==> src/utxf_pkg.sv <==
// Shared constants for the serial transmitter and frame-format block.
// Assumes a single 125 MHz system clock and an APB register port.
package utxf_pkg;
    // Register byte offsets
    localparam logic [7:0] OFS_DATA = 8'h00;
    localparam logic [7:0] OFS_FIRST = 8'h04;
    localparam logic [7:0] OFS_SECOND = 8'h08;
    localparam logic [7:0] OFS_THIRD = 8'h0C;
    localparam logic [7:0] OFS_BAUD_LOW = 8'h10;
    localparam logic [7:0] OFS_BAUD_HIGH = 8'h14;
    // First control/status register fields
    localparam int BIT_TXC = 6;
    localparam int BIT_BUF_EMPTY = 5;
    localparam int BIT_DOUBLE = 1;
    // Second control register fields
    localparam int BIT_TXC_IE = 6;
    localparam int BIT_BUF_IE = 5;
    localparam int BIT_TX_EN = 3;
    localparam int BIT_SIZE2 = 2;
    localparam int BIT_NINTH = 0;
    // Third control register fields
    localparam int BIT_MASTER = 7;
    localparam int BIT_SYNC = 6;
    localparam int BIT_PAR_EN = 5;
    localparam int BIT_PAR_ODD = 4;
    localparam int BIT_STOP2 = 3;
    localparam int BIT_SIZE_HI = 2;
    localparam int BIT_SIZE_LO = 1;
    localparam int BIT_POL = 0;
    // Reset values
    localparam logic [7:0] RST_SECOND = 8'h00;
    localparam logic [7:0] RST_THIRD = 8'h06;
    localparam logic [11:0] RST_BAUD = 12'h000;
    // Character size codes
    localparam logic [2:0] SIZE_5 = 3'h0;
    localparam logic [2:0] SIZE_6 = 3'h1;
    localparam logic [2:0] SIZE_7 = 3'h2;
    localparam logic [2:0] SIZE_8 = 3'h3;
    localparam logic [2:0] SIZE_9 = 3'h7;
    // Baud ticks per bit, less one
    localparam logic [3:0] TICKS_NORMAL = 4'hF;
    localparam logic [3:0] TICKS_DOUBLE = 4'h7;
    localparam logic [3:0] TICKS_SYNC = 4'h1;
    // Transmit sequencer states, Gray along the frame
    typedef enum logic [2:0] {
        TX_IDLE = 3'h0,
        TX_START = 3'h1,
        TX_DATA = 3'h3,
        TX_PARITY = 3'h2,
        TX_STOP1 = 3'h6,
        TX_STOP2 = 3'h7
    } utxf_state_t;
endpackage

==> src/utxf_baud_gen.sv <==
// Baud-rate down-counter producing one tick per reload from zero.
// Assumes the divisor and reload strobe come from the same clock domain.
`timescale 1ns/100ps
`default_nettype none
module utxf_baud_gen #(
    parameter int WIDTH = 12
) (
    // Clock and reset
    input wire logic sys_clk,
    input wire logic rst_n,
    // Divisor and reload on low-byte write
    input wire logic [WIDTH-1:0] divisor,
    input wire logic reload,
    // Tick out
    output logic tick
);
    logic [WIDTH-1:0] count_reg;

    // Count down, reload on zero or on a low-byte write
    always_ff @(posedge sys_clk) begin
        if (!rst_n) begin
            count_reg <= '0;
            tick <= 1'b0;
        end else if (reload || count_reg == '0) begin
            count_reg <= divisor; // RL27
            tick <= (count_reg == '0); // RL27
        end else begin
            count_reg <= count_reg - 1'b1;
            tick <= 1'b0;
        end
    end
endmodule
`default_nettype wire

==> src/utxf_top.sv <==
// Serial transmitter with frame-format control, parity and APB registers.
// Assumes an APB master on sys_clk; serial pins are asynchronous to it.
`timescale 1ns/100ps
`default_nettype none
// Operation
// [RL1] Each frame opens with one low start bit.
// [RL2] Stop bits are high; the line idles high between frames.
// [RL3] Size, parity and stop settings are one shared frame configuration.
// [RL4] Software leaves frame settings alone while a transfer runs.
// [RL5] One stop bit when stop select is clear, two when set.
// [RL6] Receiver checks only the first stop bit for frame errors.
// [RL7] Parity is XOR of data bits, inverted for odd parity.
// [RL8] With parity enabled the parity bit follows the last data bit.
// [RL9] Data bits are numbered 0 to 8, up to nine bits.
// [RL10] Transmit enable hands the output pin to the transmitter.
// [RL11] In synchronous mode the clock pin times the transmission.
// [RL12] Writing the data register fills the buffer and starts sending.
// [RL13] Buffer moves to shifter when idle or right after the last stop.
// [RL14] Unused upper data bits are ignored for short characters.
// [RL15] For nine-bit characters software writes the ninth bit first.
// [RL16] Buffer-empty flag is set while the buffer holds nothing.
// [RL17] Buffer-empty request stays high while enabled and flag set.
// [RL18] Transmit-complete sets when the frame is out and buffer empty.
// [RL19] Transmit-complete clears on interrupt service or a written one.
// [RL20] Transmit-complete request rises with the flag when enabled.
// [RL21] Disabling waits until shifter and buffer are empty, then releases pin.
// [RL22] Software writes zero to the buffer-empty bit position.
// [RL23] Software sets the select bit when writing the third register.
// [RL24] Data bits go out least significant first.
// [RL25] Bit rate is baud tick divided by 16, 8 or 2.
// [RL26] Synchronous data changes on rising clock when polarity clear.
// [RL27] Baud counter reloads on zero or low-byte write, one tick each; the code ticks only on reloads from zero.
// [RL28] Lower parity bit selects odd when set, even when clear.
module utxf_top
    import utxf_pkg::*;
#(
    parameter int BAUD_WIDTH = 12
) (
    // Clock and reset
    input wire logic sys_clk,
    input wire logic rst_n,
    // APB slave
    input wire logic psel,
    input wire logic penable,
    input wire logic pwrite,
    input wire logic [7:0] paddr,
    input wire logic [31:0] pwdata,
    output logic [31:0] prdata,
    output logic pready,
    output logic pslverr,
    // Interrupt requests and service acknowledge
    output logic bufEmptyIrq,
    output logic txCompleteIrq,
    input wire logic txCompleteAck,
    // Serial output pin
    output logic txdOut,
    output logic txdOe,
    // External clock pin
    input wire logic xckIn,
    output logic xckOut,
    output logic xckOe
);
    // Control registers
    logic doubleSpeed_reg;
    logic [7:0] second_reg;
    logic [7:0] third_reg;
    logic [BAUD_WIDTH-1:0] baud_reg;
    // Transmit state
    logic [8:0] buf_reg;
    logic bufFull_reg;
    logic txcFlag_reg;
    logic txOn_reg;
    utxf_state_t txState;
    logic [8:0] shift_reg;
    logic [3:0] bitCnt_reg;
    logic parityBit_reg;
    logic [3:0] presc_reg;
    logic xckS1_reg;
    logic xckS2_reg;
    logic xckS3_reg;
    logic baudTick;
    // Decoded settings
    logic [2:0] charSize;
    logic [3:0] dataBits;
    logic [8:0] dataMask;
    logic [8:0] maskedBuf;
    logic syncMode;
    logic syncMaster;
    logic clockPol;
    logic parityEn;
    logic parityOdd;
    logic stopTwo;
    logic [3:0] ticksPerBit;
    logic bitEn;
    logic loadNow;
    logic frameEnd;
    logic apbWrite;
    logic [7:0] rdValue;
    logic addrHit;

    // Shared frame configuration fields
    assign charSize = {second_reg[BIT_SIZE2], third_reg[BIT_SIZE_HI], third_reg[BIT_SIZE_LO]}; // RL3
    assign parityEn = third_reg[BIT_PAR_EN];
    assign parityOdd = third_reg[BIT_PAR_ODD]; // RL28
    assign stopTwo = third_reg[BIT_STOP2];
    assign syncMode = third_reg[BIT_SYNC];
    assign syncMaster = syncMode && third_reg[BIT_MASTER];
    assign clockPol = third_reg[BIT_POL];

    // Character length from the size code
    always_comb begin
        case (charSize)
            SIZE_5: dataBits = 4'd5;
            SIZE_6: dataBits = 4'd6;
            SIZE_7: dataBits = 4'd7;
            SIZE_9: dataBits = 4'd9; // RL9
            default: dataBits = 4'd8;
        endcase
    end

    // Drop unused upper bits of the buffered character
    assign dataMask = 9'((10'h001 << dataBits) - 10'h001);
    assign maskedBuf = buf_reg & dataMask; // RL14

    // Baud-rate generator
    utxf_baud_gen #(
        .WIDTH(BAUD_WIDTH)
    ) u_baud (
        .sys_clk(sys_clk),
        .rst_n(rst_n),
        .divisor(baud_reg),
        .reload(apbWrite && paddr == OFS_BAUD_LOW),
        .tick(baudTick)
    );

    // Ticks per bit for the asynchronous modes
    assign ticksPerBit = doubleSpeed_reg ? TICKS_DOUBLE : TICKS_NORMAL; // RL25

    // Two-stage synchroniser and edge history for the clock pin
    always_ff @(posedge sys_clk) begin
        if (!rst_n) begin
            xckS1_reg <= 1'b0;
            xckS2_reg <= 1'b0;
            xckS3_reg <= 1'b0;
        end else begin
            xckS1_reg <= xckIn;
            xckS2_reg <= xckS1_reg;
            xckS3_reg <= xckS2_reg;
        end
    end

    // Bit-change enable per clocking mode
    always_comb begin
        if (syncMaster) begin
            bitEn = baudTick && (xckOut == clockPol); // RL26
        end else if (syncMode) begin
            bitEn = clockPol ? (!xckS2_reg && xckS3_reg)
                             : (xckS2_reg && !xckS3_reg); // RL11
        end else begin
            bitEn = baudTick && (presc_reg == ticksPerBit); // RL25
        end
    end

    // Prescaler for asynchronous bits, restarted on an immediate load
    always_ff @(posedge sys_clk) begin
        if (!rst_n) begin
            presc_reg <= 4'h0;
        end else if (loadNow && txState == TX_IDLE) begin
            presc_reg <= 4'h0;
        end else if (baudTick) begin
            presc_reg <= (presc_reg >= ticksPerBit) ? 4'h0 : presc_reg + 4'h1;
        end
    end

    // Master clock out: half a bit per baud tick, pin taken in sync master
    always_ff @(posedge sys_clk) begin
        if (!rst_n) begin
            xckOut <= 1'b0;
            xckOe <= 1'b0;
        end else begin
            xckOe <= syncMaster && txOn_reg; // RL11
            if (!syncMaster) begin
                xckOut <= clockPol;
            end else if (baudTick && txOn_reg) begin
                xckOut <= !xckOut; // RL25
            end
        end
    end

    // Buffer to shifter hand-over and end of frame
    assign frameEnd = bitEn && ((txState == TX_STOP1 && !stopTwo) || txState == TX_STOP2);
    always_comb begin
        loadNow = 1'b0;
        if (bufFull_reg && txOn_reg) begin
            if (txState == TX_IDLE) begin
                loadNow = syncMode ? bitEn : 1'b1; // RL13
            end else begin
                loadNow = frameEnd; // RL13
            end
        end
    end

    // APB access phase commit
    assign apbWrite = psel && penable && pwrite && pready;

    // Frame sequencer and serial line
    always_ff @(posedge sys_clk) begin
        if (!rst_n) begin
            txState <= TX_IDLE;
            shift_reg <= 9'h000;
            bitCnt_reg <= 4'h0;
            parityBit_reg <= 1'b0;
            txdOut <= 1'b1;
        end else if (loadNow) begin
            txState <= TX_START;
            shift_reg <= maskedBuf;
            bitCnt_reg <= 4'h0;
            parityBit_reg <= (^maskedBuf) ^ parityOdd; // RL7
            txdOut <= 1'b0; // RL1
        end else if (bitEn) begin
            case (txState)
                TX_START: begin
                    txState <= TX_DATA;
                    txdOut <= shift_reg[0]; // RL24
                    shift_reg <= {1'b0, shift_reg[8:1]};
                    bitCnt_reg <= 4'h1;
                end
                TX_DATA: begin
                    if (bitCnt_reg == dataBits) begin
                        txState <= parityEn ? TX_PARITY : TX_STOP1; // RL8
                        txdOut <= parityEn ? parityBit_reg : 1'b1; // RL8
                    end else begin
                        txdOut <= shift_reg[0]; // RL24
                        shift_reg <= {1'b0, shift_reg[8:1]};
                        bitCnt_reg <= bitCnt_reg + 4'h1;
                    end
                end
                TX_PARITY: begin
                    txState <= TX_STOP1;
                    txdOut <= 1'b1; // RL2
                end
                TX_STOP1: begin
                    txState <= stopTwo ? TX_STOP2 : TX_IDLE; // RL5
                    txdOut <= 1'b1; // RL2
                end
                TX_STOP2: begin
                    txState <= TX_IDLE;
                    txdOut <= 1'b1;
                end
                default: begin
                    txState <= TX_IDLE;
                    txdOut <= 1'b1; // RL2
                end
            endcase
        end
    end

    // Transmit buffer; a data write beats a same-cycle hand-over
    always_ff @(posedge sys_clk) begin
        if (!rst_n) begin
            buf_reg <= 9'h000;
            bufFull_reg <= 1'b0;
        end else if (apbWrite && paddr == OFS_DATA) begin
            buf_reg <= {second_reg[BIT_NINTH], pwdata[7:0]}; // RL12
            bufFull_reg <= 1'b1; // RL16
        end else if (loadNow) begin
            bufFull_reg <= 1'b0; // RL16
        end
    end

    // Transmit-complete flag, set wins over either clear
    always_ff @(posedge sys_clk) begin
        if (!rst_n) begin
            txcFlag_reg <= 1'b0;
        end else if (frameEnd && !bufFull_reg) begin
            txcFlag_reg <= 1'b1; // RL18
        end else if (txCompleteAck
                     || (apbWrite && paddr == OFS_FIRST && pwdata[BIT_TXC])) begin
            txcFlag_reg <= 1'b0; // RL19
        end
    end

    // Effective enable: stays on until shifter and buffer drain
    always_ff @(posedge sys_clk) begin
        if (!rst_n) begin
            txOn_reg <= 1'b0;
            txdOe <= 1'b0;
        end else begin
            if (second_reg[BIT_TX_EN]) begin
                txOn_reg <= 1'b1;
            end else if (txState == TX_IDLE && !bufFull_reg) begin
                txOn_reg <= 1'b0; // RL21
            end
            txdOe <= second_reg[BIT_TX_EN] || txState != TX_IDLE
                     || bufFull_reg; // RL10
        end
    end

    // Interrupt request levels
    always_ff @(posedge sys_clk) begin
        if (!rst_n) begin
            bufEmptyIrq <= 1'b0;
            txCompleteIrq <= 1'b0;
        end else begin
            bufEmptyIrq <= second_reg[BIT_BUF_IE] && !bufFull_reg; // RL17
            txCompleteIrq <= second_reg[BIT_TXC_IE] && txcFlag_reg; // RL20
        end
    end

    // Control register writes
    always_ff @(posedge sys_clk) begin
        if (!rst_n) begin
            doubleSpeed_reg <= 1'b0;
            second_reg <= RST_SECOND;
            third_reg <= RST_THIRD;
            baud_reg <= RST_BAUD;
        end else if (apbWrite) begin
            case (paddr)
                OFS_FIRST: doubleSpeed_reg <= pwdata[BIT_DOUBLE];
                OFS_SECOND: second_reg <= pwdata[7:0];
                OFS_THIRD: third_reg <= pwdata[7:0]; // RL3
                OFS_BAUD_LOW: baud_reg[7:0] <= pwdata[7:0];
                OFS_BAUD_HIGH: baud_reg[BAUD_WIDTH-1:8] <= pwdata[BAUD_WIDTH-9:0];
                default: baud_reg <= baud_reg;
            endcase
        end
    end

    // Read mux
    always_comb begin
        rdValue = 8'h00;
        addrHit = 1'b1;
        case (paddr)
            OFS_DATA: rdValue = 8'h00;
            OFS_FIRST: begin
                rdValue[BIT_TXC] = txcFlag_reg;
                rdValue[BIT_BUF_EMPTY] = !bufFull_reg; // RL16
                rdValue[BIT_DOUBLE] = doubleSpeed_reg;
            end
            OFS_SECOND: rdValue = second_reg;
            OFS_THIRD: rdValue = third_reg;
            OFS_BAUD_LOW: rdValue = baud_reg[7:0];
            OFS_BAUD_HIGH: rdValue = 8'(baud_reg[BAUD_WIDTH-1:8]);
            default: addrHit = 1'b0;
        endcase
    end

    // APB answer: one wait-free access phase after each setup
    always_ff @(posedge sys_clk) begin
        if (!rst_n) begin
            pready <= 1'b0;
            prdata <= 32'h0000_0000;
            pslverr <= 1'b0;
        end else begin
            pready <= psel && !penable;
            pslverr <= psel && !penable && !addrHit;
            if (psel && !penable && !pwrite) begin
                prdata <= {24'h00_0000, rdValue};
            end
        end
    end
endmodule
`default_nettype wire

==> config.mk <==
export PLATFORM = sky130hd
export DESIGN_NAME = utxf_top
export DESIGN_NICKNAME = d
export VERILOG_FILES = /design/src/utxf_pkg.sv /design/src/utxf_baud_gen.sv /design/src/utxf_top.sv
export SDC_FILE = /design/constraint.sdc
export NUM_CORES = 1
export LEC_CHECK = 0
export ABC_AREA = 1
export ABC_CLOCK_PERIOD_IN_PS = 6000
export BUFFER_PORTS_ARGS = -buffer_cell sky130_fd_sc_hd__buf_4
export CELL_PAD_IN_SITES_DETAIL_PLACEMENT = 1
export CELL_PAD_IN_SITES_GLOBAL_PLACEMENT = 2
export CORE_MARGIN = 2
export CORE_UTILIZATION = 33
export CTS_CLUSTER_SIZE = 20
export DETAILED_ROUTE_END_ITERATION = 16
export PLACE_DENSITY_LB_ADDON = 0.1
export SYNTH_ARGS = -nofsm -noshare
export SYNTH_HDL_FRONTEND = slang
export SYNTH_HIERARCHICAL = 1
export SYNTH_SLANG_ARGS = --single-unit
==> constraint.sdc <==
create_clock -name sys_clk -period 6 [get_ports sys_clk]
set_clock_uncertainty 0.1 [all_clocks]
set_input_delay 1.2 -clock sys_clk [delete_from_list [all_inputs] [get_ports sys_clk]]
set_output_delay 1.2 -clock sys_clk [all_outputs]
set_load 0.05 [all_outputs]
==> key figures <==
Run status
  • Status: completed

Layout
  • Share of post-route cells with drive strength above 1: 14.0%
  • Number of fillers in the final layout: 1,859
  • Area grow syn2layout: 13.4%
  • Antenna cells: 0
  • Most frequent cells in the layout: 143 x nand2_1, 94 x dfxtp_1, 82 x nor2_1
  • Final nets: 789
  • Commonest non-fill, non-tap cell in the layout: nand2_1
  • Core Util, Final: 38.4%

Critical path
  • Crit start category: input pin
  • Crit path arrival time: 3.25 ns
  • Critical Path RT: 6.15 ns
  • CP Capture Type: flip-flop
  • Setup CP Type: input pin to flip-flop
  • CP max FO: 18

Global routing
  • First-pass GRT wire length: 22.8 mm
  • Total track usage: 18.0%
  • Initial antenna violation count: 0
  • Vias in the first global route: 4,393
  • Grt total ovfl: 0
  • Pin count of the biggest net entering global routing: 65

Timing
  • Fmax achieved: 323 MHz
  • Slew HR: 47.3%
  • Final slew viol count: 0
  • Minimum clock period: 3.10 ns
  • Setup TNS: 0 ns
  • RSZ-0062 raised after global routing: no
  • Final setup violation count: 0
  • Slew @ Worst Pin: 0.786 ns
  • Period utilization: between 50% and 60%
  • Hold Fails Final Rpt: 0

Logic synthesis
  • Synth warnings: 6
  • Avg Inst Size Synth: 7.02 sq um
  • Seq/Total Area, Yosys: between 30% and 40%
  • Cells after Synth: roughly 700
  • Mapped Area: 0.00492 sq mm
  • Distinct cells, synth: 45
  • Synthesized flop and latch total: 94

Power
  • PD cells: 305 mW/mm^2
  • Clock power frac: approximately 37%
  • Logic pwr share: 22.1%
  • Sw Ratio: 31.6%
  • Overall Power: between 1500 and 2000 uW
  • Flop pwr share: 40.6%
  • Pint: 1170 uW
  • Maximum vdd drop: around 0.13 mV
  • Net Sw Power: 538 uW
  • Leakage: around 0.0024 uW

Floorplan
  • Die Wd: 126 um
  • DIE HEIGHT: 126 um
  • I/O pin cnt: 87
  • Core area: 0.0145 sq mm
  • Site row count: 44
  • Initial Utilization: 33.9%
  • Die ar.: 0.0159 sq mm

CTS
  • Hold buffers post-CTS: 0
  • TritonCTS clock tree: done
  • Worst-Skew Late Latency: 0.35 ns
  • Num CTS Buffers: 9
  • Root Buffer: clkbuf_16
  • CTS sink cnt: 94
  • Max clock buf depth: 2
  • H-tree Lvls: 3
  • Post-CTS Resized: 0
  • Post-CTS Setup Inserts: 0
  • Clock transition at path regs: 0.07 ns

Drt
  • Avg WL per Cell: 15.0 um
  • Post-DRT Antenna Nets: 0
  • DR vias: 4,449
  • Via/cell ratio: between 4 and 5
  • Drt initial violations: around 250
  • Drc violations: 0
  • DRT Wirelength: between 10 and 15 mm
  • DRT Pass-1 Iters: 4

Flow run
  • Max-Cap Viols: 0

Place
  • IO buf count: 38
  • Post-DP HPWL: 10.4 mm
  • GP Congestion: 0.822

Min path
  • Worst Hold Class: flip-flop to flip-flop
==> critical path, stage by stage <==
cell and delay, ns:
buf_4 0.11, nor2_2 0.18, nand3_1 0.15, nor2_2 0.40
inv_2 0.08, nor2_2 0.39, inv_1 0.30, nand2_8 0.22
nand2_1 0.07, nand2_1 0.06, nor2_1 0.06
==> cell families after synthesis <==
logic type | share of synthesized area, %
adder cells (fa/ha/maj) | 1.53
XOR/XNOR | 2.49
AO/OA/AOI/OAI | 15.5
flip-flops | 38.2
other | 0.153
AND/OR/NAND/NOR | 29.6
buffers and inverters | 12.5
==> power by group through the flow <==
stage                     Sequential [uW]  Clock (uW)  Combinational [uW]
after global routing                  697         682                 428
after floorplan                       699           0                 328
after global placement                704           0                 371
after CTS                             692         657                 382
final                                 692         635                 376
after detailed placement              706           0                 380
==> cell usage after synthesis, drive strengths merged <==
cell type / count / area, sq um
conb: 2 / 7.51
ha: 6 / 75.1
nand3b: 2 / 15.0
a41oi: 1 / 8.76
a21oi: 52 / 268
or2: 1 / 6.26
xnor2: 6 / 52.6
a22oi: 1 / 7.51
o211ai: 3 / 22.5
clkinv: 3 / 11.3
o21ai: 71 / 378
inv: 87 / 327
a21boi: 1 / 7.51
buf: 32 / 253
o22ai: 1 / 6.26
o311a: 1 / 10.0
a31oi: 2 / 12.5
nor3: 9 / 45.0
a211o: 1 / 8.76
nand4: 8 / 50.1
nand3: 41 / 223
nor2: 99 / 468
a211oi: 3 / 22.5
xor2: 8 / 70.1
dfxtp: 94 / 1880
nand2: 157 / 643
o2111ai: 1 / 8.76
clkbuf: 7 / 26.3
and2: 1 / 6.26
==> path summary, 6_finish.rpt <==
path	end	slack [ns]	from	cells past startpoint
min reg2reg	xckS2_reg	0.32	xckS1_reg	2
min	xckS2_reg	0.32	xckS1_reg	2
max	u_baud/count_reg[11]	2.90	paddr[1]	11
max reg2reg	shift_reg[6]	3.72	doubleSpeed_reg	11
==> metrics by stage <==
| step | setup WS (ns) | instance area, sq um | hold WS [ns] | cells |
|---|---|---|---|---|
| CTS | 2.84 | 5580 | 0.324 | 925 |
| finish | 2.90 | 5580 | 0.317 | 925 |
| detailed placement | 2.48 | 5260 | 0.307 | 909 |
| global placement | 2.54 | 5260 | 0.300 | 909 |
| floorplan | 3.23 | 5010 | 0.290 | 725 |
| global route | 2.64 | 5580 | 0.354 | 925 |
==> metal layers <==
metal	share of wire, %	GRT usage, %
met1	48	23.4
met2	48	30.7
met3	3.0	4.08
met4	0.86	3.88
met5	0	0
==> layout make-up <==
class | instances | area [sq um] | area share, %
multi-input combinational | 502 | 2510 | 45.0
timing repair buffer | 39 | 293 | 5.25
sequential | 94 | 1880 | 33.7
clock inverter | 5 | 82.6 | 1.48
inverter | 90 | 338 | 6.05
tap | 184 | 230 | 4.13
clock buffer | 11 | 243 | 4.35
No activity file was read; power rests on OpenSTA's default activity.
